## src/jmc_cfg.svh

```systemverilog
// Register offsets, field positions, reset values and fixed ILAS values
`ifndef JMC_CFG_SVH
`define JMC_CFG_SVH

`define JMC_OFF_MODE      4'h0
`define JMC_OFF_KFIELD    4'h1
`define JMC_OFF_DEVID     4'h2
`define JMC_OFF_LINKCTL   4'h3
`define JMC_OFF_INMUX     4'h4
`define JMC_OFF_DERIVED   4'h5
`define JMC_OFF_RATE      4'h6
`define JMC_OFF_CHECKSUM  4'h7

`define JMC_RST_MODE      8'h00
`define JMC_RST_KFIELD    8'h1f
`define JMC_RST_DEVID     8'h00
`define JMC_RST_LINKCTL   8'h00
`define JMC_RST_INMUX     8'h00

`define JMC_BIT_SCR       0
`define JMC_BIT_DUALIN    0

`define JMC_JESDV         3'h1
`define JMC_SUBCLASSV     3'h1
`define JMC_E_64B66B      8'h01
`define JMC_LANES_PER_LINK 8

`endif

```

## src/jmc_pkg.sv

```systemverilog
// Types for the mode configuration and ILAS parameter block
package jmc_pkg;

    typedef enum logic [1:0]
    {
        JMC_ENC_8B10B  = 2'b01,
        JMC_ENC_64B66B = 2'b10
    } jmc_enc_t;

    // R factor as ratio, bits per clock = r_x32 / 32
    typedef struct packed
    {
        logic       valid;
        logic       des;
        jmc_enc_t   enc;
        logic [3:0] lanes;
        logic [7:0] f;
        logic [7:0] s;
        logic [7:0] r_x32;
    } jmc_mode_t;

endpackage

```

## src/jmc_mode_ilas.sv

```systemverilog
// Mode decode, link parameter derivation and ILAS field generation
//
// Decided for this implementation: the address map and the plain strobed port.
`timescale 1ns/1ns
`include "jmc_cfg.svh"

// Operation
// (RQ1) Interleaved mode samples at twice device clock
// (RQ2) Interleave needs single mode and both inputs
// (RQ3) Interleave keeps single-channel processing and link
// (RQ4) All link parameters derive from mode select; the code takes 8b/10b K from kfield and scrambling from linkctl
// (RQ5) Interleave flag one single, zero dual
// (RQ6) Line rate is clock times R
// (RQ7) K from field in 8b/10b only
// (RQ8) E fixed one in 64b/66b
// (RQ9) ILAS sent only in 8b/10b modes
// (RQ10) Adjust count and direction sent zero
// (RQ11) BID, CF, HD, reserved fields zero
// (RQ12) Control bits per sample sent zero
// (RQ13) Device identifier equals written register
// (RQ14) Each lane gets distinct lane identifier
// (RQ15) Scrambler flag follows link control setting
// (RQ16) Derive L, F, M, N, N', S
// (RQ17) M sets packing, not channel count
// (RQ18) Checksum is field sum modulo 256
// (RQ19) Revision and subclass fields both one
// (RQ20) Receiver recomputes checksum, flags mismatch
// (RQ21) 64b/66b K equals 8*32*E/F
// (RQ22) Only listed modes; upper lanes powered down
module jmc_mode_ilas
(
    input  wire logic        clock_i,
    input  wire logic        rst_i,
    input  wire logic [3:0]  addr_i,
    input  wire logic [7:0]  wdata_i,
    input  wire logic        wr_i,
    input  wire logic        rd_i,
    input  wire logic [2:0]  lane_sel_i,
    output logic      [7:0]  rdata_o,
    output logic             ilas_en_o,
    output logic             scramble_en_o,
    output logic             sample_2x_o,
    output logic             dual_input_o,
    output logic      [7:0]  lane_pwr_o,
    output logic      [7:0]  k_o,
    output logic      [7:0]  pll_ratio_x32_o,
    output logic      [7:0]  ilas_lid_o,
    output logic      [7:0]  ilas_checksum_o
);

    logic [7:0] mode_sel;
    logic [7:0] kfield;
    logic [7:0] devid;
    logic [7:0] linkctl;
    logic [7:0] inmux;
    logic [7:0] next_mode_sel;
    logic [7:0] next_kfield;
    logic [7:0] next_devid;
    logic [7:0] next_linkctl;
    logic [7:0] next_inmux;

    jmc_pkg::jmc_mode_t md;
    logic [7:0] k_eff;
    logic [7:0] sum_base;
    logic [7:0] lid_sel;
    logic [7:0] next_rdata;

    // ILAS octets in transmit order
    logic [7:0] oct_did;
    logic [7:0] oct_bid;
    logic [7:0] oct_adjcnt;
    logic [7:0] oct_adjdir;
    logic [7:0] oct_lm1;
    logic [7:0] oct_scr;
    logic [7:0] oct_fm1;
    logic [7:0] oct_kfld;
    logic [7:0] oct_mm1;
    logic [7:0] oct_cs;
    logic [7:0] oct_nm1;
    logic [7:0] oct_subv;
    logic [7:0] oct_npm1;
    logic [7:0] oct_jesdv;
    logic [7:0] oct_sm1;
    logic [7:0] oct_hd;
    logic [7:0] oct_cf;
    logic [7:0] oct_res1;
    logic [7:0] oct_res2;

    logic       next_ilas_en;
    logic       next_scramble_en;
    logic       next_sample_2x;
    logic       next_dual_input;
    wire  logic [7:0] next_lane_pwr;
    logic [7:0] next_k;
    logic [7:0] next_pll_ratio;
    logic [7:0] next_lid;
    logic [7:0] next_checksum;

    // Mode table decode; reserved codes give valid = 0
    always_comb
    begin
        md = '0;
        case (mode_sel) // RQ16 RQ22
            8'h05: md = {1'b1, 1'b1, jmc_pkg::JMC_ENC_8B10B, 4'h4,
                         8'h01, 8'h04, 8'h50};
            8'h06: md = {1'b1, 1'b1, jmc_pkg::JMC_ENC_8B10B, 4'h8,
                         8'h01, 8'h08, 8'h28};
            8'h07: md = {1'b1, 1'b0, jmc_pkg::JMC_ENC_8B10B, 4'h4,
                         8'h01, 8'h04, 8'h50};
            8'h08: md = {1'b1, 1'b0, jmc_pkg::JMC_ENC_8B10B, 4'h8,
                         8'h01, 8'h08, 8'h28};
            8'h22: md = {1'b1, 1'b1, jmc_pkg::JMC_ENC_64B66B, 4'h2,
                         8'h01, 8'h02, 8'h84};
            8'h23: md = {1'b1, 1'b0, jmc_pkg::JMC_ENC_64B66B, 4'h2,
                         8'h01, 8'h02, 8'h84};
            8'h2c: md = {1'b1, 1'b1, jmc_pkg::JMC_ENC_64B66B, 4'h4,
                         8'h01, 8'h04, 8'h42};
            8'h2d: md = {1'b1, 1'b0, jmc_pkg::JMC_ENC_64B66B, 4'h4,
                         8'h01, 8'h04, 8'h42};
            8'h32: md = {1'b1, 1'b1, jmc_pkg::JMC_ENC_64B66B, 4'h8,
                         8'h01, 8'h08, 8'h21};
            8'h33: md = {1'b1, 1'b0, jmc_pkg::JMC_ENC_64B66B, 4'h8,
                         8'h01, 8'h08, 8'h21};
            default: md = '0;
        endcase
    end

    // Effective K and ILAS field sum without the per-lane identifier
    always_comb
    begin
        if (md.enc == jmc_pkg::JMC_ENC_64B66B)
        begin
            k_eff = 8'hff; // RQ21 RQ8: 8*32*1/1 = 256, held as K-1
        end
        else
        begin
            k_eff = kfield; // RQ7
        end
        oct_did    = devid;                                // RQ13
        oct_bid    = 8'h00;                                // RQ11
        oct_adjcnt = 8'h00;                                // RQ10
        oct_adjdir = 8'h00;                                // RQ10
        oct_lm1    = 8'({4'h0, md.lanes} - 8'h01);         // RQ16
        oct_scr    = {7'h00, linkctl[`JMC_BIT_SCR]};       // RQ15
        oct_fm1    = 8'(md.f - 8'h01);                     // RQ16
        oct_kfld   = k_eff;
        oct_mm1    = 8'h00;                                // RQ17
        oct_cs     = 8'h00;                                // RQ12
        oct_nm1    = 8'h07;                                // RQ16
        oct_subv   = {5'h00, `JMC_SUBCLASSV};              // RQ19
        oct_npm1   = 8'h07;                                // RQ16
        oct_jesdv  = {5'h00, `JMC_JESDV};                  // RQ19
        oct_sm1    = 8'(md.s - 8'h01);                     // RQ16
        oct_hd     = 8'h00;                                // RQ11
        oct_cf     = 8'h00;                                // RQ11
        oct_res1   = 8'h00;                                // RQ11
        oct_res2   = 8'h00;                                // RQ11
        // Byte sum wraps, giving modulo 256
        sum_base = oct_did + oct_bid + oct_adjcnt + oct_adjdir
                 + oct_lm1 + oct_scr + oct_fm1 + oct_kfld
                 + oct_mm1 + oct_cs + oct_nm1 + oct_subv
                 + oct_npm1 + oct_jesdv + oct_sm1 + oct_hd
                 + oct_cf + oct_res1 + oct_res2;           // RQ18
        lid_sel = {5'h00, lane_sel_i}; // RQ14
    end

    // Register writes
    always_comb
    begin
        next_mode_sel = mode_sel;
        next_kfield   = kfield;
        next_devid    = devid;
        next_linkctl  = linkctl;
        next_inmux    = inmux;
        if (wr_i)
        begin
            case (addr_i)
                `JMC_OFF_MODE:    next_mode_sel = wdata_i; // RQ4
                `JMC_OFF_KFIELD:  next_kfield   = wdata_i;
                `JMC_OFF_DEVID:   next_devid    = wdata_i;
                `JMC_OFF_LINKCTL: next_linkctl  = wdata_i;
                `JMC_OFF_INMUX:   next_inmux    = wdata_i;
                default:          next_mode_sel = mode_sel;
            endcase
        end
    end

    // Register reads, data in the next cycle
    always_comb
    begin
        next_rdata = 8'h00;
        if (rd_i)
        begin
            case (addr_i)
                `JMC_OFF_MODE:    next_rdata = mode_sel;
                `JMC_OFF_KFIELD:  next_rdata = kfield;
                `JMC_OFF_DEVID:   next_rdata = devid;
                `JMC_OFF_LINKCTL: next_rdata = linkctl;
                `JMC_OFF_INMUX:   next_rdata = inmux;
                `JMC_OFF_DERIVED: next_rdata = {md.valid, md.des, md.enc,
                                                md.lanes}; // RQ5
                `JMC_OFF_RATE:    next_rdata = md.r_x32;
                `JMC_OFF_CHECKSUM: next_rdata = sum_base;
                default:          next_rdata = 8'h00;
            endcase
        end
    end

    // Next values of the derived link outputs
    always_comb
    begin
        next_ilas_en     = md.valid
                           && md.enc == jmc_pkg::JMC_ENC_8B10B; // RQ9
        next_scramble_en = linkctl[`JMC_BIT_SCR];               // RQ15
        next_sample_2x   = md.valid && md.des;                  // RQ1
        next_dual_input  = md.valid && md.des
                           && inmux[`JMC_BIT_DUALIN];           // RQ2
        next_k           = k_eff;                               // RQ7
        next_pll_ratio   = md.r_x32;                            // RQ6
        next_lid         = lid_sel;                             // RQ14
        next_checksum    = 8'(sum_base + lid_sel);              // RQ18
    end

    // Lowest lanes carry data, upper lanes powered down
    generate
        for (genvar g = 0; g < `JMC_LANES_PER_LINK; g++)
        begin : g_lane_pwr
            assign next_lane_pwr[g] = md.valid && (g < md.lanes); // RQ22
        end
    endgenerate

    always_ff @(posedge clock_i or posedge rst_i)
    begin
        if (rst_i)
        begin
            mode_sel        <= `JMC_RST_MODE;
            kfield          <= `JMC_RST_KFIELD;
            devid           <= `JMC_RST_DEVID;
            linkctl         <= `JMC_RST_LINKCTL;
            inmux           <= `JMC_RST_INMUX;
            rdata_o         <= 8'h00;
            ilas_en_o       <= 1'b0;
            scramble_en_o   <= 1'b0;
            sample_2x_o     <= 1'b0;
            dual_input_o    <= 1'b0;
            lane_pwr_o      <= 8'h00;
            k_o             <= 8'h00;
            pll_ratio_x32_o <= 8'h00;
            ilas_lid_o      <= 8'h00;
            ilas_checksum_o <= 8'h00;
        end
        else
        begin
            mode_sel        <= next_mode_sel;
            kfield          <= next_kfield;
            devid           <= next_devid;
            linkctl         <= next_linkctl;
            inmux           <= next_inmux;
            rdata_o         <= next_rdata;
            ilas_en_o       <= next_ilas_en;
            scramble_en_o   <= next_scramble_en;
            sample_2x_o     <= next_sample_2x;
            dual_input_o    <= next_dual_input;
            k_o             <= next_k;
            pll_ratio_x32_o <= next_pll_ratio;
            ilas_lid_o      <= next_lid;
            ilas_checksum_o <= next_checksum;
            lane_pwr_o      <= next_lane_pwr;
        end
    end

    // Interleave only alters analog routing; link fields ignore it: RQ3

endmodule

```

## config.mk

```make
export PLATFORM = sky130hd
export DESIGN_NAME = jmc_mode_ilas
export DESIGN_NICKNAME = d
export VERILOG_FILES = /design/src/jmc_pkg.sv /design/src/jmc_mode_ilas.sv
export VERILOG_INCLUDE_DIRS = /design/src /design/src/src
export SDC_FILE = /design/constraint.sdc
export NUM_CORES = 1
export LEC_CHECK = 0
export BUFFER_PORTS_ARGS = -buffer_cell sky130_fd_sc_hd__buf_2
export CAP_MARGIN = 20
export CELL_PAD_IN_SITES_DETAIL_PLACEMENT = 1
export CELL_PAD_IN_SITES_GLOBAL_PLACEMENT = 1
export CORE_ASPECT_RATIO = 0.6
export CORE_MARGIN = 5
export CORE_UTILIZATION = 40
export DETAILED_ROUTE_END_ITERATION = 7
export PLACE_DENSITY = 0.83
export SYNTH_ARGS = -nofsm -noshare
export SYNTH_HDL_FRONTEND = slang
export SYNTH_SLANG_ARGS = --single-unit
```

## constraint.sdc

```tcl
create_clock -name clock_i -period 4.95 [get_ports clock_i]
set_input_delay 0.2475 -clock clock_i [delete_from_list [all_inputs] [get_ports clock_i]]
set_output_delay 0.2475 -clock clock_i [all_outputs]
set_load 0.05 [all_outputs]
```

==> metrics.cfg, run 1 <==
[outcome]
status=finished, final reports clean

[timing]
finalCritPeriodShare_pct=96.9
final-hold-violation-count=0
skew_ns=0.00665
fin_crit_ns=4.80
worst_pin_slew_ns=0.777
fmax_mhz=208
setup_tns_ns=0
slew_headroom_pct=47.8
slew_viol_final=0
final-setup-viol-count=0

[yosys]
synth_fa_ha_area_share_pct=11.4
muxShareOfSynthArea_pct=13.8
ys_dominant_reg_cell=dfrtp_1
yosys.area_share.simple_pct=11.6
yosys_warnings=0
yosysTopAreaCell=dfrtp_1
synth-xor-area-share_pct=2.70
synth_top_family_by_area=multiplexers
postSynthAreaPerCell_sq_um=11.6
ys_types=58
synth_compound_area_share_pct=8.03
synth_area_leaders=dfrtp_1, mux2_2, ha_1, fa_1, dfstp_2
yosys-top-cells-count=dfrtp_1, mux2_2, inv_1, nand2_1, nor2_1
synth.most_common_cell=dfrtp_1
netlist_instances=378
synth_top_area_share_pct=43.8
synth-seq-cells=82
synthesis.area_sq_um=4400
synth-edff-count=0
async_reset_ff_share_pct=100
ys_seq_area_share_pct=46.8

[die]
start_util_pct=41.2
rows=29
die_w_um=145
fp.coreArea_sq_um=10700
dieArea_sq_um=13300
die_y_um=91.2
io_pins=71

[global_route]
grt_pass1_wl_mm=20.5
grtUsageTotal_pct=19.8
grt_pass1_vias=3543
globalRoute.totalOverflow=0
grt_start_max_net_pins=61
antenna_found_initial=0

[drt]
ant_nets=0
first_iter_violations=161
drc=0
via_per_inst=5.41
vias=3200
routedWlPerCell_um=21.7
firstDrtPassIters=4
routed_wl_mm=12.9

[clock_network]
htreeDepth=3
insertion_delay_ns=0.34
cts_buffers=9
clock-root-buffer=clkbuf_16
cts_tree=yes
path_clk_slew_ns=0.06
cts_buffer_depth=2
cts.sinks=82

[critical_path]
start_kind=flop
crit_type=reg -> reg
required_ns=5.19
reg2reg_depth=17
cp.arrival_ns=5.04
critPathMaxFanout=8
critPathCaptureType=flop

[placement]
place_congestion=0.942
hpwl_mm=9.59
port_buffers=65

[finish]
fin_util_pct=48.9
synthToLayoutAreaGrowth_pct=18.7
post_route_cells_drive_above_1_share_pct=32.7
antennaDiodeCount=0
nFillCells=1173
nets=500

[flow_run]
drv_cap=0

[worst_hold_path]
hold_depth=1
min_path_type=in -> reg

[pwr]
power_density_nw_per_um2=780
power.leakage_nw=2.57
vdd.ir_drop.worst_v=0.000463

## worst paths after layout
check                      slack [ns]                           end                     from
max in group asynchronous        3.41          devid[3]$_DFFE_PP0P_                    rst_i
hold reg to reg                  0.51        linkctl[3]$_DFFE_PP0P_   linkctl[3]$_DFFE_PP0P_
min in group asynchronous        0.43              k_o[0]$_DFF_PP0_                    rst_i
hold / removal                   0.04       ilas_lid_o[2]$_DFF_PP0_            lane_sel_i[2]
setup reg to reg                 0.15  ilas_checksum_o[7]$_DFF_PP0_  mode_sel[5]$_DFFE_PP0P_
setup / recovery                 0.15  ilas_checksum_o[7]$_DFF_PP0_  mode_sel[5]$_DFFE_PP0P_
## metrics by stage
| step | setup WS (ns) | cells | power, mW | instance area (sq um) | hold slack (ns) |
|---|---|---|---|---|---|
| after floorplan | 0.685 | 382 | 2.60 | 4410 | 0.279 |
| after global placement | 0.0116 | 570 | 3.03 | 4820 | 0.229 |
| after detailed placement | -0.130 | 570 | 3.18 | 4820 | 0.249 |
| after CTS | 0.00920 | 587 | 3.98 | 5170 | 0.0287 |
| after global routing | -0.0607 | 592 | 4.35 | 5220 | 0.0262 |
| final | 0.153 | 592 | 4.07 | 5220 | 0.0382 |
## critical path: stages (launching register included)
cell and delay, ns:
dfrtp_1 0.46, nor4_4 0.33, buf_4 0.21, nor3b_4 0.28, nor2_1 0.22, ha_1 0.33, inv_1 0.05, fa_1 0.52
inv_1 0.06, fa_1 0.53, inv_1 0.04, ha_1 0.33, nor2b_1 0.16, o31a_1 0.26, a21oi_1 0.40, nand3_1 0.15
nor2_1 0.18, xnor2_1 0.18
## layout by cell type (no fill, tap or decap), types with 3 or more instances in the layout
cell type / netlist / layout
a21oi_1: 12 / 12
a22oi_1: 5 / 5
a31oi_1: 4 / 4
and2_1: 4 / 4
buf_2: 3 / 65
buf_4: 10 / 8
bufinv_16: 0 / 3
clkbuf_16: 0 / 9
conb_1: 1 / 5
dfrtp_1: 77 / 77
dfstp_2: 5 / 5
fa_1: 12 / 12
ha_1: 21 / 21
inv_1: 34 / 33
mux2_2: 42 / 42
mux2i_1: 3 / 3
mux4_2: 4 / 4
nand2_1: 23 / 23
nand2b_1: 11 / 11
nand3_1: 7 / 7
nor2_1: 22 / 22
nor2b_1: 8 / 8
o21ai_0: 10 / 10
o22ai_1: 6 / 6
xnor2_1: 6 / 6
xor2_1: 5 / 5
## power by group
| group | internal, mW | total [mW] | switching (mW) | leakage, nW |
|---|---|---|---|---|
| Sequential | 0.853 | 0.959 | 0.106 | 1.02 |
| Clock | 0.493 | 0.767 | 0.274 | 0.164 |
| Combinational | 0.912 | 2.34 | 1.43 | 1.38 |
| Total | 2.26 | 4.07 | 1.81 | 2.57 |
## what timing repair did
action / CTS / global route
pin swaps: 0 / 2
setup endpoints to repair: 4 / 6
setup buffers: 0 / 5
hold endpoints to repair: 22 / 0
hold buffers: 1 / 0
gates cloned: 0 / 0
resized for setup: 1 / 1
## cell families after synthesis
family / after synthesis
DFF: 82
and+or+nand+nor: 93
other: 1
muxes: 50
adders and majority gates: 33
xor gates and xnor gates: 12
buffers and inverters: 53
AOI/OAI and AO/OA: 54
## layer usage
layer | global-route usage [%] | routed length, um | part of all wire (%)
met5 | 0 | 0 | 0
met4 | 5.98 | 193 | 1.5
met3 | 6.62 | 1190 | 9.3
met2 | 29.8 | 5800 | 45
met1 | 27.4 | 5670 | 44
## sequential cells by signal, summed over array words and instances (netlist names)
name,flops
devid,8
ilas_checksum_o,8
inmux,8
k_o,8
kfield,8
linkctl,8
mode_sel,8
rdata_o,8
pll_ratio_x32_o,7
lane_pwr_o,4
ilas_lid_o,3
dual_input_o,1
ilas_en_o,1
sample_2x_o,1
scramble_en_o,1
## final cells by class
class	instances	area [sq um]	area share, %
Multi-Input combinational cell	247	2120	40.7
Sequential cell	82	2060	39.4
Timing Repair Buffer	74	395	7.58
Clock buffer	11	233	4.46
Tap cell	139	174	3.33
Inverter	34	129	2.47
Clock inverter	5	104	1.99
Note: power is estimated with default switching activity, not from simulation.
==> run 2, diff against run 1 <==
--- a/config.mk
+++ b/config.mk
@@ -14,7 +14,7 @@
 export CORE_MARGIN = 5
 export CORE_UTILIZATION = 40
 export DETAILED_ROUTE_END_ITERATION = 7
-export PLACE_DENSITY = 0.83
+export PLACE_DENSITY = 0.86
 export SYNTH_ARGS = -nofsm -noshare
 export SYNTH_HDL_FRONTEND = slang
 export SYNTH_SLANG_ARGS = --single-unit
==> constraint.sdc (replaced) <==
create_clock -name clock_i -period 3.95 [get_ports clock_i]
set_input_delay 0.1975 -clock clock_i [delete_from_list [all_inputs] [get_ports clock_i]]
set_output_delay 0.1975 -clock clock_i [all_outputs]
set_load 0.05 [all_outputs]
==> metrics.cfg, run 2 (synthesized netlist as in run 1, its figures left out) <==
[pwr]
finalPower_mw=6.33  ; was 4.07 mW
power_density_nw_per_um2=1090  ; was 780 nW/um^2
power.share.combinational_pct=68.8  ; was 57.6%
seqPwrFrac_pct=19.0  ; was 23.6%
vdd.ir_drop.worst_v=0.000650  ; was 0.000463 V
p_sw_mw=2.80  ; was 1.81 mW
power_switching_share_pct=44.2  ; was 44.5%
power.leakage_nw=2.78  ; was 2.57 nW
intPower_mw=3.53  ; was 2.26 mW
power.share.clock_pct=12.2  ; was 18.8%

[die]
die_w_um=145  ; unchanged
fp.coreArea_sq_um=10700  ; unchanged
rows=29  ; unchanged
die_y_um=91.2  ; unchanged
dieArea_sq_um=13300  ; unchanged
start_util_pct=41.2  ; unchanged
io_pins=71  ; unchanged

[timing]
fin_ws_ns=-0.337  ; was 0.153 ns
skew_ns=0.00826  ; was 0.00665 ns
rsz0062_at_grt=yes
worst_pin_slew_ns=0.862  ; was 0.777 ns
setup_tns_ns=-2.43  ; was 0 ns
slew_headroom_pct=42.1  ; was 47.8%
fmax_mhz=233  ; was 208 MHz
finalCritPeriodShare_pct=109  ; was 96.9%
fin_crit_ns=4.29  ; was 4.80 ns
final-hold-violation-count=1  ; was 0
holdWs_ns=-0.000868  ; was 0.0382 ns
final-setup-viol-count=12  ; was 0
slew_viol_final=0  ; unchanged

[global_route]
antenna_found_initial=0  ; unchanged
globalRoute.totalOverflow=0  ; unchanged
grt_start_max_net_pins=49  ; was 61
grt_pass1_wl_mm=21.9  ; was 20.5 mm
grt_pass1_vias=3798  ; was 3,543
grtUsageTotal_pct=21.6  ; was 19.8%

[finish]
nets=542  ; was 500
antennaDiodeCount=0  ; unchanged
synthToLayoutAreaGrowth_pct=31.7  ; was 18.7%
post_route_cells_drive_above_1_share_pct=48.7  ; was 32.7%
final_common_cell=dfrtp_1  ; unchanged
final_cell_mix=dfrtp_1, buf_2, buf_4  ; was dfrtp_1, buf_2, mux2_2

[clock_network]
cts_buffer_depth=2  ; unchanged
path_clk_slew_ns=0.06  ; about the same
cts.sinks=82  ; unchanged
htreeDepth=3  ; unchanged
clock-root-buffer=clkbuf_16  ; unchanged
insertion_delay_ns=0.35  ; was 0.34 ns
cts_buffers=9  ; unchanged
cts_tree=yes  ; unchanged

[placement]
place_congestion=0.934  ; was 0.942
port_buffers=65  ; unchanged
hpwl_mm=10.5  ; was 9.59 mm

[critical_path]
start_kind=flop  ; unchanged
crit_family=adder cells  ; unchanged
critPathCaptureType=flop  ; unchanged
reg2reg_depth=16  ; was 17
rr_startpoint=mode_sel[7]$_DFFE_PP0P_  ; was mode_sel[5]$_DFFE_PP0P_
cp_slowest_stage_delay_ns=0.50  ; was 0.53 ns
required_ns=4.17  ; was 5.19 ns
cp.arrival_ns=4.51  ; was 5.04 ns
path_common_cell=fa_1  ; was inv_1
cpMaxStageDelayCell=fa_1  ; unchanged
r2r_slack_ns=-0.34  ; was 0.15 ns
timing.rr.end=ilas_checksum_o[7]$_DFF_PP0_  ; unchanged
worstSetupStartpoint=mode_sel[7]$_DFFE_PP0P_  ; was mode_sel[5]$_DFFE_PP0P_
crit_path_cell_trace=nor3b_4 -> nand2_1 -> or2_4 -> ha_4 -> fa_1 -> inv_1 -> fa_1 -> ha_2 -> inv_2 -> fa_1 -> nor2b_2 -> o31a_1 -> o21ai_1 -> nand2b_1 -> xnor3_2 -> xnor2_1  ; was nor4_4 -> buf_4 -> nor3b_4 -> nor2_1 -> ha_1 -> inv_1 -> fa_1 -> inv_1 -> fa_1 -> inv_1 -> ha_1 -> nor2b_1 -> o31a_1 -> a21oi_1 -> nand3_1 -> nor2_1 -> xnor2_1
crit_type=reg -> reg  ; unchanged
critPathMaxFanout=4  ; was 8
crit_buf_inv=2  ; was 4

[drt]
vias=3446  ; was 3,200
drc=0  ; unchanged
routedWlPerCell_um=22.7  ; was 21.7 um
routed_wl_mm=14.4  ; was 12.9 mm
first_iter_violations=327  ; was 161
ant_nets=0  ; unchanged
firstDrtPassIters=4  ; unchanged
via_per_inst=5.44  ; was 5.41

[outcome]
status=finished with violations  ; was finished, final reports clean
violations=hold timing, setup timing

[worst_hold_path]
min_path_type=in -> async  ; was in -> reg

[flow_run]
drv_cap=0  ; unchanged

==> run 2: how the worst max path moves through the flow <==
stage,to,depth (start not counted)
2_1_floorplan,ilas_checksum_o[7]$_DFF_PP0_,16
3_3_place_gp,rdata_o[7]$_DFF_PP0_,16
3_5_place_dp,rdata_o[7]$_DFF_PP0_,17
4_1_cts,rdata_o[7]$_DFF_PP0_,17
5_1_grt,ilas_checksum_o[7]$_DFF_PP0_,16
6_report,ilas_checksum_o[7]$_DFF_PP0_,16
==> run 2: metrics by stage <==
stage | setup slack, ns | hold WS, ns | cell area [sq um] | utilization [%] | cells
final | -0.337 | -0.000868 | 5790 | 54.3 | 634
after global routing | -0.438 | 0.00564 | 5790 | 54.3 | 634
after detailed placement | -0.341 | 0.330 | 5180 | 48.6 | 603
after global placement | -0.227 | 0.326 | 5180 | 48.6 | 603
after floorplan | -0.0864 | 0.229 | 4530 | - | 382
after CTS | -0.279 | 0.00368 | 5620 | 52.7 | 628
==> run 2: cell type report <==
type / count / area, sq um
clock buffers: 12 / 246
multi-input cells: 247 / 2400
repair buffers: 116 / 744
clock inverters: 4 / 27.5
fillers: 1140 / 4880
flip-flops and latches: 82 / 2070
well taps: 139 / 174
inverters: 34 / 129
==> run 2: routing by layer <==
layer	wire [um]	vias to the layer above	track usage, %
met4	306	0	6.52
met2	6830	165	33.4
li1	-	1506	-
met3	1390	27	7.86
met1	5860	1748	28.6
met5	0	-	0
==> run 2: power by group through the flow <==
stage / Combinational, mW / Clock (mW) / Sequential, mW
2_1_floorplan: 1.96 / 0 / 1.49
3_3_place_gp: 3.29 / 0 / 1.19
3_5_place_dp: 3.51 / 0 / 1.20
4_1_cts: 3.87 / 0.796 / 1.19
5_1_grt: 4.65 / 0.832 / 1.22
6_report: 4.36 / 0.774 / 1.20
==> run 2: what timing repair did <==
action | 4_1_cts | 5_1_grt
setup endpoints to repair | 12 | 12
cloned | 0 | 0
hold endpoints to repair | 2 | 0
resized for setup | 22 | 30
pin swaps | 13 | 15
buffers inserted | 7 | 7
hold buffers | 2 | 0
==> run 2: worst register-to-register path, delay by kind of cell, from the launching register on <==
| kind | cells | cell delay, ns |
|---|---|---|
| AND/OR/NAND/NOR | 5 | 1.02 |
| AO/OA/AOI/OAI | 2 | 0.26 |
| buffers and inverters | 2 | 0.10 |
| flip-flops | 1 | 0.46 |
| adder cells (fa/ha/maj) | 5 | 1.87 |
| XOR/XNOR | 2 | 0.46 |
==> run 3, diff against run 2 <==
--- a/config.mk
+++ b/config.mk
@@ -14,6 +14,7 @@
 export CORE_MARGIN = 5
 export CORE_UTILIZATION = 40
 export DETAILED_ROUTE_END_ITERATION = 7
+export MAX_ROUTING_LAYER = met4
 export PLACE_DENSITY = 0.86
 export SYNTH_ARGS = -nofsm -noshare
 export SYNTH_HDL_FRONTEND = slang
==> constraint.sdc (replaced) <==
create_clock -name clock_i -period 3.85 [get_ports clock_i]
set_input_delay 0.1925 -clock clock_i [delete_from_list [all_inputs] [get_ports clock_i]]
set_output_delay 0.1925 -clock clock_i [all_outputs]
set_load 0.01 [all_outputs]
==> metrics.cfg, run 3 (synthesized netlist as in run 1, its figures left out) <==
[critical_path]
cpMaxStageDelayCell=fa_2  ; was fa_1
crit_type=reg -> reg  ; unchanged
crit_path_cell_trace=nor3b_4 -> o21ai_2 -> a21boi_4 -> inv_2 -> fa_2 -> inv_2 -> fa_1 -> inv_2 -> fa_1 -> ha_2 -> inv_2 -> fa_2 -> inv_2 -> ha_4 -> a21oi_4 -> nor2_2 -> nand3_1 -> nor2_2 -> xnor2_2  ; was nor3b_4 -> nand2_1 -> or2_4 -> ha_4 -> fa_1 -> inv_1 -> fa_1 -> ha_2 -> inv_2 -> fa_1 -> nor2b_2 -> o31a_1 -> o21ai_1 -> nand2b_1 -> xnor3_2 -> xnor2_1
required_ns=4.12  ; was 4.17 ns
reg2reg_depth=19  ; was 16
cp.arrival_ns=4.60  ; was 4.51 ns
path_common_cell=inv_2  ; was fa_1
critPathCaptureType=flop  ; unchanged
start_kind=flop  ; unchanged
cp_slowest_stage_delay_ns=0.55  ; was 0.50 ns
critPathMaxFanout=7  ; was 4

[timing]
fin_ws_ns=-0.479  ; was -0.337 ns
rsz0062_at_grt=yes  ; unchanged
slew_viol_final=0  ; unchanged
fin_crit_ns=4.33  ; was 4.29 ns
final-hold-violation-count=0  ; was 1
slew_headroom_pct=46.6  ; was 42.1%
final-setup-viol-count=12  ; unchanged
fmax_mhz=231  ; was 233 MHz
skew_ns=0.00835  ; was 0.00826 ns
finalCritPeriodShare_pct=112  ; was 109%
worst_pin_slew_ns=0.798  ; was 0.862 ns

[finish]
synthToLayoutAreaGrowth_pct=35.2  ; was 31.7%
post_route_cells_drive_above_1_share_pct=49.5  ; was 48.7%
nets=552  ; was 542
fin_area_sq_um=5940  ; was 5790 sq um
antennaDiodeCount=0  ; unchanged
final_cell_mix=dfrtp_1, buf_2, buf_4  ; unchanged
nFillCells=1132  ; was 1,140
multi_input_area_sq_um=2430  ; was 2400 sq um
final_common_cell=dfrtp_1  ; unchanged
regArea_sq_um=2070  ; unchanged

[drt]
routed_wl_mm=15.5  ; was 14.4 mm
drc=0  ; unchanged
first_iter_violations=435  ; was 327
via_per_inst=5.51  ; was 5.44
ant_nets=0  ; unchanged
routedWlPerCell_um=24.0  ; was 22.7 um
vias=3550  ; was 3,446
firstDrtPassIters=5  ; was 4

[pwr]
power.leakage_nw=2.88  ; was 2.78 nW
intPower_mw=4.07  ; was 3.53 mW
power.share.clock_pct=13.9  ; was 12.2%
power_density_nw_per_um2=1160  ; was 1090 nW/um^2
power.share.combinational_pct=68.2  ; was 68.8%
finalPower_mw=6.90  ; was 6.33 mW
p_sw_mw=2.83  ; was 2.80 mW
power_switching_share_pct=41.0  ; was 44.2%
seqPwrFrac_pct=17.9  ; was 19.0%
vdd.ir_drop.worst_v=0.000671  ; was 0.000650 V

[global_route]
grt_start_max_net_pins=46  ; was 49
antenna_found_initial=0  ; unchanged
grt_pass1_vias=3756  ; was 3,798
grt_pass1_wl_mm=22.6  ; was 21.9 mm
globalRoute.totalOverflow=0  ; unchanged
grtUsageTotal_pct=22.9  ; was 21.6%

[clock_network]
cts_buffer_depth=2  ; unchanged
cts_buffers=9  ; unchanged
htreeDepth=3  ; unchanged
cts.sinks=82  ; unchanged
path_clk_slew_ns=0.06  ; about the same
cts_tree=yes  ; unchanged
clock-root-buffer=clkbuf_16  ; unchanged
insertion_delay_ns=0.35  ; about the same

[placement]
place_congestion=0.942  ; was 0.934
postPlaceCellArea_sq_um=5190  ; was 5180 sq um
port_buffers=65  ; unchanged
pre_cts_slack_ns=-0.463  ; was -0.341 ns
hpwl_mm=10.5  ; about the same

[worst_hold_path]
hold_depth=1
min_path_type=in -> reg  ; was in -> async

[die]
start_util_pct=41.2  ; unchanged
io_pins=71  ; unchanged
dieArea_sq_um=13300  ; unchanged
fp.coreArea_sq_um=10700  ; unchanged
rows=29  ; unchanged
die_w_um=145  ; unchanged
die_y_um=91.2  ; unchanged

[outcome]
violations=setup timing  ; was hold timing, setup timing
status=finished with violations  ; unchanged

[flow_run]
drv_cap=0  ; unchanged

## run 3: area by class of cell
cell class | count | share of cell area (%)
Sequential cell | 82 | 34.8
Tap cell | 139 | 2.93
Multi-Input combinational cell | 247 | 40.8
Timing Repair Buffer | 126 | 13.8
Inverter | 34 | 2.17
Clock inverter | 4 | 1.24
Clock buffer | 12 | 4.32
## run 3: metrics by stage
| stage | cells | hold WS, ns | utilization (%) | setup TNS (ns) |
|---|---|---|---|---|
| 2_1_floorplan | 382 | 0.224 | - | -0.606 |
| 5_1_grt | 644 | 0.0225 | 55.7 | -5.19 |
| 3_3_place_gp | 603 | 0.279 | 48.6 | -1.80 |
| 3_5_place_dp | 603 | 0.313 | 48.6 | -3.64 |
| 6_report | 644 | 0.0256 | 55.7 | -3.87 |
| 4_1_cts | 632 | 0.0126 | 53.9 | -2.19 |
## run 3: worst max-delay path: cells and delay by family (launching register included)
family          cells  cell delay [ns]
fa+ha+maj           6             2.25
simple gates        4             0.79
flops               1             0.45
compound gates      3             0.38
buf+inv             5             0.25
xor+xnor            1             0.13
## run 3: worst paths after layout
| path | endpoint | startpoint | slack, ns |
|---|---|---|---|
| setup / recovery | ilas_checksum_o[7]$_DFF_PP0_ | mode_sel[7]$_DFFE_PP0P_ | -0.48 |
| hold / removal | ilas_lid_o[1]$_DFF_PP0_ | lane_sel_i[1] | 0.03 |
| setup reg to reg | ilas_checksum_o[7]$_DFF_PP0_ | mode_sel[7]$_DFFE_PP0P_ | -0.48 |
| hold reg to reg | linkctl[6]$_DFFE_PP0P_ | linkctl[6]$_DFFE_PP0P_ | 0.51 |
| max in group asynchronous | mode_sel[4]$_DFFE_PP0P_ | rst_i | 2.31 |
| min in group asynchronous | mode_sel[1]$_DFFE_PP0P_ | rst_i | 0.48 |
## run 3: what timing repair did
| item | CTS | global route |
|---|---|---|
| hold endpoints to repair | 37 | 0 |
| gates resized for setup | 33 | 21 |
| endpoints found under the setup margin | 12 | 12 |
| pin swaps | 14 | 24 |
| setup buffers | 10 | 14 |
| hold buffers | 3 | 0 |
## run 3: power by group through the flow
| stage | clock, mW | combinational, mW | sequential [mW] |
|---|---|---|---|
| after floorplan | 0 | 2.02 | 1.25 |
| after global placement | 0 | 3.07 | 1.23 |
| after detailed placement | 0 | 3.30 | 1.24 |
| after CTS | 0.966 | 3.87 | 1.23 |
| after global routing | 1.01 | 4.99 | 1.26 |
| final | 0.957 | 4.70 | 1.24 |
## run 3: metal layers
metal	GRT usage [%]	vias to the layer above	part of all wire, %
met1	29.8	1806	42
met2	34.5	177	46
met4	5.28	0	2.1
met5	-	-	0
met3	8.06	37	10
li1	-	1530	-
